## config.mk

```make
export PLATFORM = sky130hd
export DESIGN_NAME = uoxb_ctrl
export DESIGN_NICKNAME = d
export VERILOG_FILES = /design/src/core/uoxb_pkg.sv /design/src/core/uoxb_ctrl.sv
export VERILOG_INCLUDE_DIRS = /design/src /design/src/core
export SDC_FILE = /design/constraint.sdc
export NUM_CORES = 1
export LEC_CHECK = 0
export ABC_AREA = 1
export BUFFER_PORTS_ARGS = -buffer_cell sky130_fd_sc_hd__buf_2
export CAP_MARGIN = 10
export CORE_ASPECT_RATIO = 0.8
export CORE_MARGIN = 5
export CORE_UTILIZATION = 50
export DETAILED_ROUTE_END_ITERATION = 10
export PLACE_DENSITY = 0.75
export SLEW_MARGIN = 20
export SYNTH_ARGS = -nofsm -noshare
export SYNTH_HDL_FRONTEND = slang
export SYNTH_SLANG_ARGS = --single-unit
```

## constraint.sdc

```tcl
create_clock -name aclk -period 2.08 [get_ports aclk]
set_input_delay 0 -clock aclk [delete_from_list [all_inputs] [get_ports aclk]]
set_output_delay 0 -clock aclk [all_outputs]
set_load 0.1 [all_outputs]
```

## src/core/uoxb_consts.svh

```systemverilog
// offsets, field positions, reset values and bus codes of the out x buffer block
`ifndef UOXB_CONSTS_SVH
`define UOXB_CONSTS_SVH

// ----------------------------------------------------------------
// register byte addresses
// ----------------------------------------------------------------
`define UOXB_OFS_COUNT 4'h0
`define UOXB_OFS_SIZE 4'h4
`define UOXB_OFS_BASE 4'h8
`define UOXB_OFS_CONFIG 4'hc

// ----------------------------------------------------------------
// field positions
// ----------------------------------------------------------------
`define UOXB_CNT_HELD_BIT 7
`define UOXB_CNF_ENABLE_BIT 7
`define UOXB_CNF_ISO_BIT 6
`define UOXB_CNF_DOUBLE_BIT 4
`define UOXB_CNF_BPS_MSB 2
`define UOXB_CNF_BPS_LSB 0
`define UOXB_BASE_LSB 3

// ----------------------------------------------------------------
// reset values
// ----------------------------------------------------------------
`define UOXB_RST_COUNT 8'h00
`define UOXB_RST_SIZE 8'h00
`define UOXB_RST_BASE 8'h00
`define UOXB_RST_CONFIG 8'h00

// ----------------------------------------------------------------
// axi responses
// ----------------------------------------------------------------
`define UOXB_RESP_OKAY 2'b00
`define UOXB_RESP_SLVERR 2'b10

`endif

```

## src/core/uoxb_pkg.sv

```systemverilog
// types shared by the out x buffer block
`default_nettype none
package uoxb_pkg;

    typedef enum logic [1:0] {
        RX_IDLE = 2'b00,
        RX_DATA = 2'b01,
        RX_DROP = 2'b10
    } uoxb_rx_state_e;

endpackage

`default_nettype wire

```

## src/core/uoxb_ctrl.sv

```systemverilog
// out endpoint x buffer control: registers, packet receive and buffer write
// ----------------------------------------------------------------
// ----------------------------------------------------------------
`timescale 1ns/10ps
`default_nettype none
`include "uoxb_consts.svh"

module uoxb_ctrl
    import uoxb_pkg::*;
(
    // clock, reset, enable
    input wire logic aclk,
    input wire logic aresetn,
    input wire logic ce,
    // axi4-lite write address
    input wire logic [3:0] s_axi_awaddr,
    input wire logic s_axi_awvalid,
    output logic s_axi_awready,
    // axi4-lite write data
    input wire logic [31:0] s_axi_wdata,
    input wire logic [3:0] s_axi_wstrb,
    input wire logic s_axi_wvalid,
    output logic s_axi_wready,
    // axi4-lite write response
    output logic [1:0] s_axi_bresp,
    output logic s_axi_bvalid,
    input wire logic s_axi_bready,
    // axi4-lite read
    input wire logic [3:0] s_axi_araddr,
    input wire logic s_axi_arvalid,
    output logic s_axi_arready,
    output logic [31:0] s_axi_rdata,
    output logic [1:0] s_axi_rresp,
    output logic s_axi_rvalid,
    input wire logic s_axi_rready,
    // received out packet from serial engine
    input wire logic rx_start,
    input wire logic rx_valid,
    input wire logic [7:0] rx_byte,
    input wire logic rx_end,
    input wire logic rx_good,
    // handshake decision
    output logic rx_accept,
    output logic hs_ack,
    output logic hs_nak,
    // buffer memory write port
    output logic mem_we,
    output logic [10:0] mem_addr,
    output logic [7:0] mem_wdata,
    // endpoint mode
    output logic ep_iso,
    output logic ep_double_buffer
);

    // ----------------------------------------------------------------
    // helpers
    // ----------------------------------------------------------------
    // counts saturate so an oversize packet never wraps to a small count
    function automatic logic [6:0] sat_inc7(input logic [6:0] v);
        sat_inc7 = (v == 7'h7f) ? v : v + 7'h01;
    endfunction

    // ----------------------------------------------------------------
    // registers and derived values
    // ----------------------------------------------------------------
    logic held_q;
    logic [6:0] count_q;
    logic [7:0] size_q;
    logic [7:0] base_q;
    logic [7:0] cfg_q;
    logic ep_enable;
    logic [2:0] bps_m1;
    logic [10:0] buf_len;
    logic [10:0] x_start;

    assign ep_enable = cfg_q[`UOXB_CNF_ENABLE_BIT];
    assign ep_iso = cfg_q[`UOXB_CNF_ISO_BIT];
    assign ep_double_buffer = cfg_q[`UOXB_CNF_DOUBLE_BIT];
    // low bits mean bytes per sample only for iso
    assign bps_m1 = ep_iso ? cfg_q[`UOXB_CNF_BPS_MSB:`UOXB_CNF_BPS_LSB] : 3'h0;
    assign buf_len = {size_q, 3'b000};
    assign x_start = {base_q, 3'b000};

    // ----------------------------------------------------------------
    // axi write channel
    // ----------------------------------------------------------------
    logic aw_held_q;
    logic [3:0] awaddr_q;
    logic w_held_q;
    logic [31:0] wdata_q;
    logic [3:0] wstrb_q;
    logic bvalid_q;
    logic [1:0] bresp_q;
    logic wr_go;
    logic wr_lane0;
    logic wr_map;

    assign s_axi_awready = ce && !aw_held_q && !bvalid_q;
    assign s_axi_wready = ce && !w_held_q && !bvalid_q;
    assign wr_go = ce && aw_held_q && w_held_q && !bvalid_q;
    assign wr_lane0 = wr_go && wstrb_q[0];
    assign wr_map = (awaddr_q[1:0] == 2'b00);
    assign s_axi_bvalid = bvalid_q;
    assign s_axi_bresp = bresp_q;

    always_ff @(posedge aclk) begin
        if (!aresetn) begin
            aw_held_q <= 1'b0;
            awaddr_q <= 4'h0;
        end else if (ce) begin
            if (s_axi_awvalid && s_axi_awready) begin
                aw_held_q <= 1'b1;
                awaddr_q <= s_axi_awaddr;
            end else if (wr_go) begin
                aw_held_q <= 1'b0;
            end
        end
    end

    always_ff @(posedge aclk) begin
        if (!aresetn) begin
            w_held_q <= 1'b0;
            wdata_q <= 32'h0000_0000;
            wstrb_q <= 4'h0;
        end else if (ce) begin
            if (s_axi_wvalid && s_axi_wready) begin
                w_held_q <= 1'b1;
                wdata_q <= s_axi_wdata;
                wstrb_q <= s_axi_wstrb;
            end else if (wr_go) begin
                w_held_q <= 1'b0;
            end
        end
    end

    always_ff @(posedge aclk) begin
        if (!aresetn) begin
            bvalid_q <= 1'b0;
            bresp_q <= `UOXB_RESP_OKAY;
        end else if (ce) begin
            if (wr_go) begin
                bvalid_q <= 1'b1;
                bresp_q <= wr_map ? `UOXB_RESP_OKAY : `UOXB_RESP_SLVERR;
            end else if (s_axi_bready) begin
                bvalid_q <= 1'b0;
            end
        end
    end

    // ----------------------------------------------------------------
    // axi read channel
    // ----------------------------------------------------------------
    logic rvalid_q;
    logic [31:0] rdata_q;
    logic [1:0] rresp_q;

    assign s_axi_arready = ce && !rvalid_q;
    assign s_axi_rvalid = rvalid_q;
    assign s_axi_rdata = rdata_q;
    assign s_axi_rresp = rresp_q;

    always_ff @(posedge aclk) begin
        if (!aresetn) begin
            rvalid_q <= 1'b0;
            rdata_q <= 32'h0000_0000;
            rresp_q <= `UOXB_RESP_OKAY;
        end else if (ce) begin
            if (s_axi_arvalid && s_axi_arready) begin
                rvalid_q <= 1'b1;
                rresp_q <= `UOXB_RESP_OKAY;
                unique case (s_axi_araddr)
                    `UOXB_OFS_COUNT: rdata_q <= {24'h00_0000, held_q, count_q};
                    `UOXB_OFS_SIZE: rdata_q <= {24'h00_0000, size_q};
                    `UOXB_OFS_BASE: rdata_q <= {24'h00_0000, base_q};
                    `UOXB_OFS_CONFIG: rdata_q <= {24'h00_0000, cfg_q};
                    default: begin
                        rdata_q <= 32'h0000_0000;
                        rresp_q <= `UOXB_RESP_SLVERR;
                    end
                endcase
            end else if (s_axi_rready) begin
                rvalid_q <= 1'b0;
            end
        end
    end

    // ----------------------------------------------------------------
    // software-only registers
    // ----------------------------------------------------------------
    always_ff @(posedge aclk) begin
        if (!aresetn) begin
            size_q <= `UOXB_RST_SIZE;
            base_q <= `UOXB_RST_BASE;
            cfg_q <= `UOXB_RST_CONFIG;
        end else if (ce && wr_lane0) begin
            if (awaddr_q == `UOXB_OFS_SIZE) begin
                size_q <= wdata_q[7:0];
            end
            if (awaddr_q == `UOXB_OFS_BASE) begin
                base_q <= wdata_q[7:0];
            end
            if (awaddr_q == `UOXB_OFS_CONFIG) begin
                cfg_q <= wdata_q[7:0];
            end
        end
    end

    // ----------------------------------------------------------------
    // packet receive
    // ----------------------------------------------------------------
    uoxb_rx_state_e state_q;
    logic [10:0] off_q;
    logic [6:0] byte_cnt_q;
    logic [6:0] samp_cnt_q;
    logic [2:0] phase_q;
    logic pkt_done;
    logic room;

    // a held packet locks out non-iso traffic until software frees it
    assign rx_accept = ep_enable && (ep_iso || !held_q);
    assign pkt_done = ce && (state_q == RX_DATA) && rx_end && rx_good;
    assign room = off_q < buf_len;

    always_ff @(posedge aclk) begin
        if (!aresetn) begin
            state_q <= RX_IDLE;
        end else if (ce) begin
            unique case (state_q)
                RX_IDLE: begin
                    if (rx_start) begin
                        state_q <= rx_accept ? RX_DATA : RX_DROP;
                    end
                end
                RX_DATA, RX_DROP: begin
                    if (rx_end) begin
                        state_q <= RX_IDLE;
                    end
                end
                default: state_q <= RX_IDLE;
            endcase
        end
    end

    // byte and sample counting; partial trailing sample is not counted
    always_ff @(posedge aclk) begin
        if (!aresetn) begin
            off_q <= 11'h000;
            byte_cnt_q <= 7'h00;
            samp_cnt_q <= 7'h00;
            phase_q <= 3'h0;
        end else if (ce) begin
            if (state_q == RX_IDLE) begin
                off_q <= 11'h000;
                byte_cnt_q <= 7'h00;
                samp_cnt_q <= 7'h00;
                phase_q <= 3'h0;
            end else if (state_q == RX_DATA && rx_valid && room) begin
                off_q <= off_q + 11'h001;
                byte_cnt_q <= sat_inc7(byte_cnt_q);
                if (phase_q == bps_m1) begin
                    phase_q <= 3'h0;
                    samp_cnt_q <= sat_inc7(samp_cnt_q);
                end else begin
                    phase_q <= phase_q + 3'h1;
                end
            end
        end
    end

    // bytes beyond the buffer are dropped rather than spilling into neighbours
    always_ff @(posedge aclk) begin
        if (!aresetn) begin
            mem_we <= 1'b0;
            mem_addr <= 11'h000;
            mem_wdata <= 8'h00;
        end else if (ce) begin
            mem_we <= (state_q == RX_DATA) && rx_valid && room;
            if ((state_q == RX_DATA) && rx_valid && room) begin
                mem_addr <= x_start + off_q;
                mem_wdata <= rx_byte;
            end
        end
    end

    // ----------------------------------------------------------------
    // handshakes
    // ----------------------------------------------------------------
    always_ff @(posedge aclk) begin
        if (!aresetn) begin
            hs_ack <= 1'b0;
            hs_nak <= 1'b0;
        end else if (ce) begin
            hs_nak <= (state_q == RX_IDLE) && rx_start && ep_enable && !ep_iso && held_q;
            hs_ack <= pkt_done && !ep_iso;
        end
    end

    // ----------------------------------------------------------------
    // count register: hardware load wins over a software write
    // ----------------------------------------------------------------
    always_ff @(posedge aclk) begin
        if (!aresetn) begin
            {held_q, count_q} <= `UOXB_RST_COUNT;
        end else if (ce) begin
            if (pkt_done) begin
                held_q <= 1'b1;
                count_q <= ep_iso ? samp_cnt_q : byte_cnt_q;
            end else if (wr_lane0 && awaddr_q == `UOXB_OFS_COUNT) begin
                held_q <= wdata_q[`UOXB_CNT_HELD_BIT];
                count_q <= wdata_q[6:0];
            end
        end
    end

    // ----------------------------------------------------------------
    // checks
    // ----------------------------------------------------------------
    held_set_a: assert property (@(posedge aclk) disable iff (!aresetn)
        pkt_done |=> held_q)
        else $error("held flag not set after good packet");
    nak_held_a: assert property (@(posedge aclk) disable iff (!aresetn)
        (ce && state_q == RX_IDLE && rx_start && ep_enable && !ep_iso && held_q)
        |=> hs_nak && !hs_ack)
        else $error("held non-iso endpoint did not nak");
    held_block_a: assert property (@(posedge aclk) disable iff (!aresetn)
        (ce && state_q == RX_IDLE && rx_start && !ep_iso && held_q) |=> state_q == RX_DROP)
        else $error("packet taken while held");
    iso_no_nak_a: assert property (@(posedge aclk) disable iff (!aresetn)
        (ce && ep_iso && state_q == RX_IDLE && rx_start && ep_enable) |=> !hs_nak && state_q == RX_DATA)
        else $error("iso endpoint refused a packet");
    byte_count_a: assert property (@(posedge aclk) disable iff (!aresetn)
        (pkt_done && !ep_iso) |=> count_q == $past(byte_cnt_q))
        else $error("byte count not loaded");
    samp_count_a: assert property (@(posedge aclk) disable iff (!aresetn)
        (pkt_done && ep_iso) |=> count_q == $past(samp_cnt_q))
        else $error("sample count not loaded");
    size_write_a: assert property (@(posedge aclk) disable iff (!aresetn)
        (wr_lane0 && awaddr_q == `UOXB_OFS_SIZE) |=> size_q == $past(wdata_q[7:0]) && s_axi_bvalid)
        else $error("size write lost");
    first_addr_a: assert property (@(posedge aclk) disable iff (!aresetn)
        (ce && state_q == RX_DATA && rx_valid && room && off_q == 11'h000)
        |=> mem_we && mem_addr == {$past(base_q), 3'b000})
        else $error("first byte not at aligned base");
    no_overrun_a: assert property (@(posedge aclk) disable iff (!aresetn)
        mem_we |-> $past(off_q) < {$past(size_q), 3'b000})
        else $error("write beyond buffer length");

endmodule // uoxb_ctrl

`default_nettype wire

```

* Yosys cells after proc, flatten, opt, wreduce, memory -nomap -nowiden
Index checks and enable logic that the tools add are counted.
Operators by class: eq/ne operators 15, order comparisons 1, $add $sub $neg 5, mux-type cells 32, reduce and logical (&&, ||, !) cells 62
Operators with widths (count):
- $mux 7 | 10
- $pmux 8 s4 | 1
- $reduce_and 2->1 | 14
- $logic_and 1x1->1 | 25
- $mux 11 | 2
- $eq 4x4->1 const B | 4
- $add 7x1->7 const B | 2
- $eq 7x7->1 const B | 2
- $reduce_bool 2->1 | 7
- $mux 3 | 4
- $add 11x1->11 const B | 1
- $add 11x11->11 | 1
- $lt 11x11->1 | 1
- $mux 2 | 5
- $mux 1 | 9
- $eq 4x3->1 const B | 2
- $logic_not 4->1 | 2
- $logic_not 1->1 | 6
- $reduce_and 3->1 | 2
- $logic_not 2->1 | 2
- $ne 2x1->1 const B | 2
- $ne 2x2->1 const B | 2
- $pmux 2 s2 | 1
- $reduce_and 4->1 | 1
- 7 further kinds | 7
Storage, ports and cells: register bits after elaboration 137, input port bits 64, output and inout port bits 66, word-level logic and storage cells 140

* Logic depth before layout (Yosys ltp)
Gate-level depths: netlist (run 1).
word-level depth 7, mapped depth 13

* Worst setup path before layout (run 1)
Ideal clock, no wire load.
kind reg2reg, start register bvalid_q, in the netlist s_axi_bvalid, end register wdata_q[2], path buffers 1, arrival time 3.012 ns, setup slack -1.048 ns, library setup time 0.116 ns, cell stages (with the launch flop) 8, path through dfxtp_1 > nor2_4 > inv_1 > nor2_1 > nand2_1 > buf_2 > o21ai_0 > nor2_1
Between the ends: cells in the longest elaborated chain, start to end 4
Ends and longest elaborated chain:
- from (decl) | RTL line uoxb_ctrl.sv:92 | logic bvalid_q;
- from (signal assigned) | RTL line uoxb_ctrl.sv:138 | bvalid_q <= 1'b0;
- from (signal assigned) | RTL line uoxb_ctrl.sv:142 | bvalid_q <= 1'b1;
- from (signal assigned) | RTL line uoxb_ctrl.sv:145 | bvalid_q <= 1'b0;
- $logic_not 1->1 | RTL line uoxb_ctrl.sv:99 | assign s_axi_wready = ce && !w_held_q && !bvalid_q;
- $logic_and 1x1->1 | RTL line uoxb_ctrl.sv:99
- named net s_axi_wready | RTL line uoxb_ctrl.sv:23 | output logic s_axi_wready,
- $logic_and 1x1->1 | RTL line uoxb_ctrl.sv:126 | if (s_axi_wvalid && s_axi_wready) begin
- $reduce_and 2->1 (no line)
- to (signal assigned) | RTL line uoxb_ctrl.sv:128 | wdata_q <= s_axi_wdata;
- to (decl) | RTL line uoxb_ctrl.sv:90 | logic [31:0] wdata_q;
The timed path passes the listed nets, and every way through them passes these cells. A chain may end at the register's enable or synchronous reset.

* Worst setup path in the final report (run 1)
start register size_q[7], end register off_q[2]
Between the ends: cells in the longest elaborated chain, start to end 4
Ends and longest elaborated chain:
- from (decl) | RTL line uoxb_ctrl.sv:68 | logic [7:0] size_q;
- from (signal assigned) | RTL line uoxb_ctrl.sv:192 | size_q <= `UOXB_RST_SIZE;
- from (signal assigned) | RTL line uoxb_ctrl.sv:197 | size_q <= wdata_q[7:0];
- $lt 11x11->1 | RTL line uoxb_ctrl.sv:222 | assign room = off_q < buf_len;
- $logic_and 1x1->1 | RTL line uoxb_ctrl.sv:257 | end else if (state_q == RX_DATA && rx_valid && room) begin
- $reduce_bool 2->1 (no line)
- $reduce_and 2->1 (no line)
- to (signal assigned) | RTL line uoxb_ctrl.sv:258 | off_q <= off_q + 11'h001;
- to (decl) | RTL line uoxb_ctrl.sv:212 | logic [10:0] off_q;
Every way passes these cells.

==> results of run 1 <==
[sequential cells by signal, summed over array words and instances, names as in the netlist, 2 cells and up]
name / count
count_q: 7
mem_wdata: 8
base_q: 8
byte_cnt_q: 7
samp_cnt_q: 7
size_q: 8
phase_q: 3
mem_addr: 11
cfg_q: 8
state_q: 2
awaddr_q: 4
wdata_q: 8
s_axi_rdata: 8
off_q: 11
[cell families (layout without fill, tap and decap cells)]
group	count (synthesis)	after routing	synth area share [%]
other cells	1	26	0.0659
compound gates	200	200	18.4
fa+ha+maj	21	21	4.75
buf+inv	136	214	11.8
flops	111	111	39.1
simple gates	301	302	23.9
xor+xnor	13	13	2.00
[tightest hold or removal path, stage by stage]
cell	delay, ns
buf_2	0.10
nor3_2	0.07
o21ai_0	0.13
a21oi_1	0.08
[path summary, 6_finish.rpt]
| kind | start | end | slack (ns) |
|---|---|---|---|
| max | size_q[7] | off_q[2] | 0.19 |
| min | s_axi_araddr[0] | s_axi_rdata[2] | 0.07 |
| max reg2reg | size_q[7] | off_q[2] | 0.19 |
| min reg2reg | s_axi_bresp[1] | s_axi_bresp[1] | 0.46 |
[final cells by class]
cell class / instances / area, um^2
Fill cell: 1010 / 4310
Multi-Input combinational cell: 562 / 2950
Sequential cell: 111 / 2220
Timing Repair Buffer: 118 / 761
Inverter: 80 / 305
Clock buffer: 10 / 239
Tap cell: 144 / 180
Clock inverter: 6 / 52.6
[cell usage in the layout, fill, tap and decap left out, types with 2 or more instances in the layout]
master / count
or2_2: 3
nand4_1: 9
dfxtp_1: 109
nand3b_1: 2
nand2_1: 130
o21ai_1: 6
nand4_4: 2
o21ai_0: 78
nor2_4: 5
inv_1: 77
xor2_1: 10
nor2_2: 3
nor2_1: 87
buf_4: 16
inv_8: 2
nand3_4: 3
clkbuf_16: 9
inv_2: 2
dfxtp_2: 2
inv_6: 2
buf_2: 76
xnor2_1: 3
nand3_1: 42
ha_1: 20
a21o_1: 2
a21oi_1: 96
nor3_1: 8
o22ai_1: 7
dlygate4sd3_1: 26
nand2_4: 3
o21ai_2: 2
a31oi_1: 4
conb_1: 26
o2111ai_1: 2
and3_1: 2
[repair_timing]
item / 4_1_cts / 5_1_grt
endpoints found under the hold margin: 25 / 0
hold buffers: 26 / 0
endpoints found under the setup margin: 0 / 36
gates resized for setup: 0 / 8
[per-layer routing]
metal	up-vias	GRT usage, %	part of all wire, %
met5	-	0	0
met2	191	32.5	43
met4	0	6.60	1.7
li1	2727	-	-
met1	2383	30.9	48
met3	24	4.60	7.2
[through the flow]
step	worst slack, ns	hold slack [ns]	power (mW)	utilization, %	cells
after floorplan	0.0163	0.153	2.76	-	808
after global placement	0.156	0.252	2.82	55.6	988
after detailed placement	0.100	0.257	2.82	55.6	988
after CTS	0.0659	0.0439	4.55	60.6	1030
after global routing	0.0212	0.0704	4.70	60.9	1031
final	0.188	0.0689	4.54	60.9	1031
[power groups by stage]
stage / clock network, mW / registers (mW) / logic (mW)
after detailed placement: 0 / 2.26 / 0.563
after CTS: 1.74 / 2.21 / 0.601
after global placement: 0 / 2.26 / 0.559
after floorplan: 0 / 2.27 / 0.489
final: 1.72 / 2.21 / 0.614
after global routing: 1.83 / 2.22 / 0.660
==> impl_metrics.toml, run 1 <==
[setup_path]
path_delay_family = "simple AND/OR/NAND/NOR gates"
slowest_delay_ns = 0.32
startpoint_type = "flop"
ff2ff_path_depth = 10
crit_type = "reg2reg"
worstPathCellList = "inv_1 > ha_1 > nand2_1 > inv_1 > and3_1 > nor2_2 > nand2_4 > buf_4 > o211ai_1 > nor2_1"
worstPathBufferInverterCount = 3
required_ns = 2.33
cp.arrival_ns = 2.15
path_max_fanout = 20
critical_path.slowest_cell = "ha_1"
crit_top_cell = "inv_1"
worst_setup_path_end_kind = "flop"
cp_num_cells = 10

[synth]
synthFlopType = "dfxtp_1"
synth_cells = 783
synth_top_cells_by_area = "dfxtp_1 (39%), nand2_1 (8.6%), a21oi_1 (8.4%)"
netlist_area_mm2 = 0.00569
syn_avg_cell_area_um2 = 7.26
synth_edf_count = 0
yosysTopAreaCell = "dfxtp_1"
yosysWarnings = 0
yosys_register_bits = 111
yosys.cell_count.top_type = "nand2_1"
synth_common_cells = "nand2_1 (130), dfxtp_1 (111), a21oi_1 (96)"
synth_cell_types = 38
synth_top_cell_area_share_pct = 39.1
async_flop_share_pct = 0
yosysSeqAreaShare_pct = 39.1

[sta]
rsz0062_at_grt = "no"
relSlewSlack_pct = 58.4
clock_skew_ns = 0.00885
clock.fmax_mhz = 528
hold_viol = 0
fin_crit_ns = 1.89
setup_viol = 0
period_share_pct = 91.0
fin_tns_setup_ns = 0
slew_viol_final = 0
tightest_slew_ns = 0.624

[placed_design]
port-buffer-count = 76
place_hpwl_um = 10300
gp_congestion = 0.928
dpl-instance-area_mm2 = 0.00612

[clock_network]
root_buffer = "clkbuf_16"
cts_tree = "built"
clkSinkCount = 111
postCtsSetupRepairBufs = 0
max-clock-path-buffers = 2
path_clk_slew_ns = 0.08
cts_buffers = 9
cts_htree_levels = 3
clk_latency_ns = 0.36

[final_layout]
area.growth.synth_to_final_pct = 18.0
finalInstanceArea_mm2 = 0.00671
layout-drive-gt1-share_pct = 15.6
num_antenna_cells = 0
nNetsFinal = 967

[grt]
grt_pass1_wl_um = 23900
grt_pass1_vias = 4888
grt_overflow = 0
grt_util_all_layers_pct = 21.6
grt_start_max_net_pins = 68
antenna_found_initial = 0

[power_and_ir_drop]
peakVddDrop_mv = 0.459
pwr-share-comb_pct = 13.5
p_leak_nw = 2.91
pwr-share-clk_pct = 37.8
pwr-share-seq_pct = 48.7
p_per_area_mw_per_mm2 = 676
p_switching_mw = 1.37
intPower_mw = 3.17
switching_share_pct = 30.2

[die]
initial_core_util_pct = 51.6
ios = 130
die_h_um = 105
die_x_um = 129
fp-row-count = 34
coreArea_mm2 = 0.0110
dieArea_mm2 = 0.0136

[detailed_routing]
drt_pass1_iterations = 5
avgRoutedWirePerCell_um = 14.2
num_vias = 5325
drc = 0
final_antenna_net_count = 0
wl_um = 14700
vias_per_cell = 5.16
drt_iter0_drc = 451

[job]
maxCapViolCount = 0

[hold_path]
hold_depth = 4
hold_path.class = "in2reg"

[status]
status = "finished clean"
Note: power is estimated with default switching activity, not from simulation.
==> run 2: changes to the inputs <==
--- a/config.mk
+++ b/config.mk
@@ -7,14 +7,13 @@
 export NUM_CORES = 1
 export LEC_CHECK = 0
 export ABC_AREA = 1
-export BUFFER_PORTS_ARGS = -buffer_cell sky130_fd_sc_hd__buf_2
 export CAP_MARGIN = 10
 export CORE_ASPECT_RATIO = 0.8
 export CORE_MARGIN = 5
 export CORE_UTILIZATION = 50
 export DETAILED_ROUTE_END_ITERATION = 10
-export PLACE_DENSITY = 0.75
-export SLEW_MARGIN = 20
+export DONT_BUFFER_PORTS = 1
+export SETUP_SLACK_MARGIN = 0.4
 export SYNTH_ARGS = -nofsm -noshare
 export SYNTH_HDL_FRONTEND = slang
 export SYNTH_SLANG_ARGS = --single-unit
==> impl_metrics.toml, run 2 (same netlist as run 1, synthesis figures left out) <==
[status]
status = "finished with violations"
violations = "negative hold slack"

[sta]
setup_viol = 0
fin_crit_ns = 1.71
period_share_pct = 82.4
fin_tns_setup_ns = 0
clock_skew_ns = 0.00982
slew_viol_final = 0
rsz0062_at_grt = "yes"
hold_slack_ns = -0.253
timing.final.ws_setup_ns = 0.365
clock.fmax_mhz = 583
hold_viol = 66

[clock_network]
path_clk_slew_ns = 0.08
cts_buffers = 9
clk_latency_ns = 0.36
hold_buffers = 11
root_buffer = "clkbuf_16"
cts_htree_levels = 3
max-clock-path-buffers = 2
clkSinkCount = 111
cts_tree = "built"

[setup_path]
startpoint_type = "flop"
path_max_fanout = 7
crit_type = "reg2reg"
critical_path.slowest_cell = "dfxtp_2"
worst_setup_path_end_kind = "flop"
slowest_delay_ns = 0.34
required_ns = 2.38
worstPathCellList = "inv_4 > ha_4 > nand2_4 > inv_2 > and3_1 > nor2_1 > nand2_2 > buf_6 > inv_8 > buf_6 > buf_16 > nor2_4 > nor2_1"
cp.arrival_ns = 2.02

[grt]
grt_overflow = 0
grt_pass1_wl_um = 25200
grt_util_all_layers_pct = 23.0
grt_start_max_net_pins = 69
grt_pass1_vias = 5069
antenna_found_initial = 0

[detailed_routing]
final_antenna_net_count = 0
wl_um = 15900
drc = 0
drt_iter0_drc = 364
num_vias = 5290
vias_per_cell = 5.29
drt_pass1_iterations = 5
avgRoutedWirePerCell_um = 15.9

[final_layout]
layout-drive-gt1-share_pct = 22.8
layout_common_cells = "nand2_1 (122), dfxtp_1 (94), a21oi_1 (82), nor2_1 (79), inv_1 (68)"
finalInstanceArea_mm2 = 0.00705
top_regs = "mem_addr x11, off_q x11"
fin_cells = 1000
final_common_cell = "nand2_1"
nNetsFinal = 936
area.growth.synth_to_final_pct = 24.0
num_antenna_cells = 0

[placed_design]
place_hpwl_um = 11000
post-place-ws_ns = 0.176
port-buffer-count = 0
place_inst = 951
dpl-instance-area_mm2 = 0.00607
gp_congestion = 0.860

[hold_path]
hold_path.class = "in2reg"

[die]
die_h_um = 105
initial_core_util_pct = 51.6
coreArea_mm2 = 0.0110
dieArea_mm2 = 0.0136
ios = 130
die_x_um = 129
fp-row-count = 34

[job]
maxCapViolCount = 0

[power_and_ir_drop]
peakVddDrop_mv = 0.401
p_per_area_mw_per_mm2 = 640
p_leak_nw = 2.86
run 2: cell count changes in the layout (fill, tap and decap cells not counted), moves of 15 or more:
cell,before,now
buf_4,16,62
o21ai_0,78,56
dlygate4sd3_1,26,10
dfxtp_1,109,94
buf_2,76,0
o21ai_1,6,22
run 2: where the power goes:
group / internal [mW] / switching, mW
Combinational: 0.134 / 0.449
Sequential: 2.16 / 0.0609
Clock: 0.839 / 0.871
run 2: worst max-delay path: cells and delay by family (launching register included):
family / cells / cell delay, ns
adder cells (fa/ha/maj): 1 / 0.22
buffers and inverters: 6 / 0.56
flip-flops: 1 / 0.34
AND/OR/NAND/NOR: 6 / 0.54
run 2: path summary, 6_finish.rpt:
kind	from	endpoint	slack (ns)	cells after the start
min reg2reg	cfg_q[3]	cfg_q[3]	0.46	2
max	size_q[7]	mem_wdata[5]	0.37	13
min	aresetn	mem_wdata[3]	-0.25	2
max reg2reg	size_q[7]	mem_wdata[5]	0.37	13
run 2: stage by stage:
stage          total power, mW  hold slack [ns]  utilization (%)
2_1_floorplan             2.76            0.146                -
5_1_grt                   4.68           -0.248             64.0
3_5_place_dp              2.79            0.130             55.1
6_report                  4.51           -0.253             64.0
4_1_cts                   4.52           -0.262             60.8
3_3_place_gp              2.78            0.122             55.1
run 2: layout make-up:
class,instances,area [um^2]
fill,977,3970
multi-input combinational,561,3180
sequential,111,2260
timing repair buffer,87,828
inverter,80,314
clock buffer,9,225
tap,144,180
clock inverter,7,65.1
timing repair inverter,1,7.51
run 2: timing repair:
action | in CTS | in global routing
endpoints found under the hold margin | 81 | 66
setup buffers | 6 | 10
resized for setup | 42 | 76
pin swaps | 9 | 22
setup endpoints to repair | 48 | 81
cloned | 3 | 3
run 2: routing by layer:
metal	up-vias	GRT usage [%]	share of wire, %
met5	-	0	0
met4	0	5.47	1.5
met3	25	6.83	6.1
met2	144	35.4	44
met1	2446	31.9	48
li1	2675	-	-
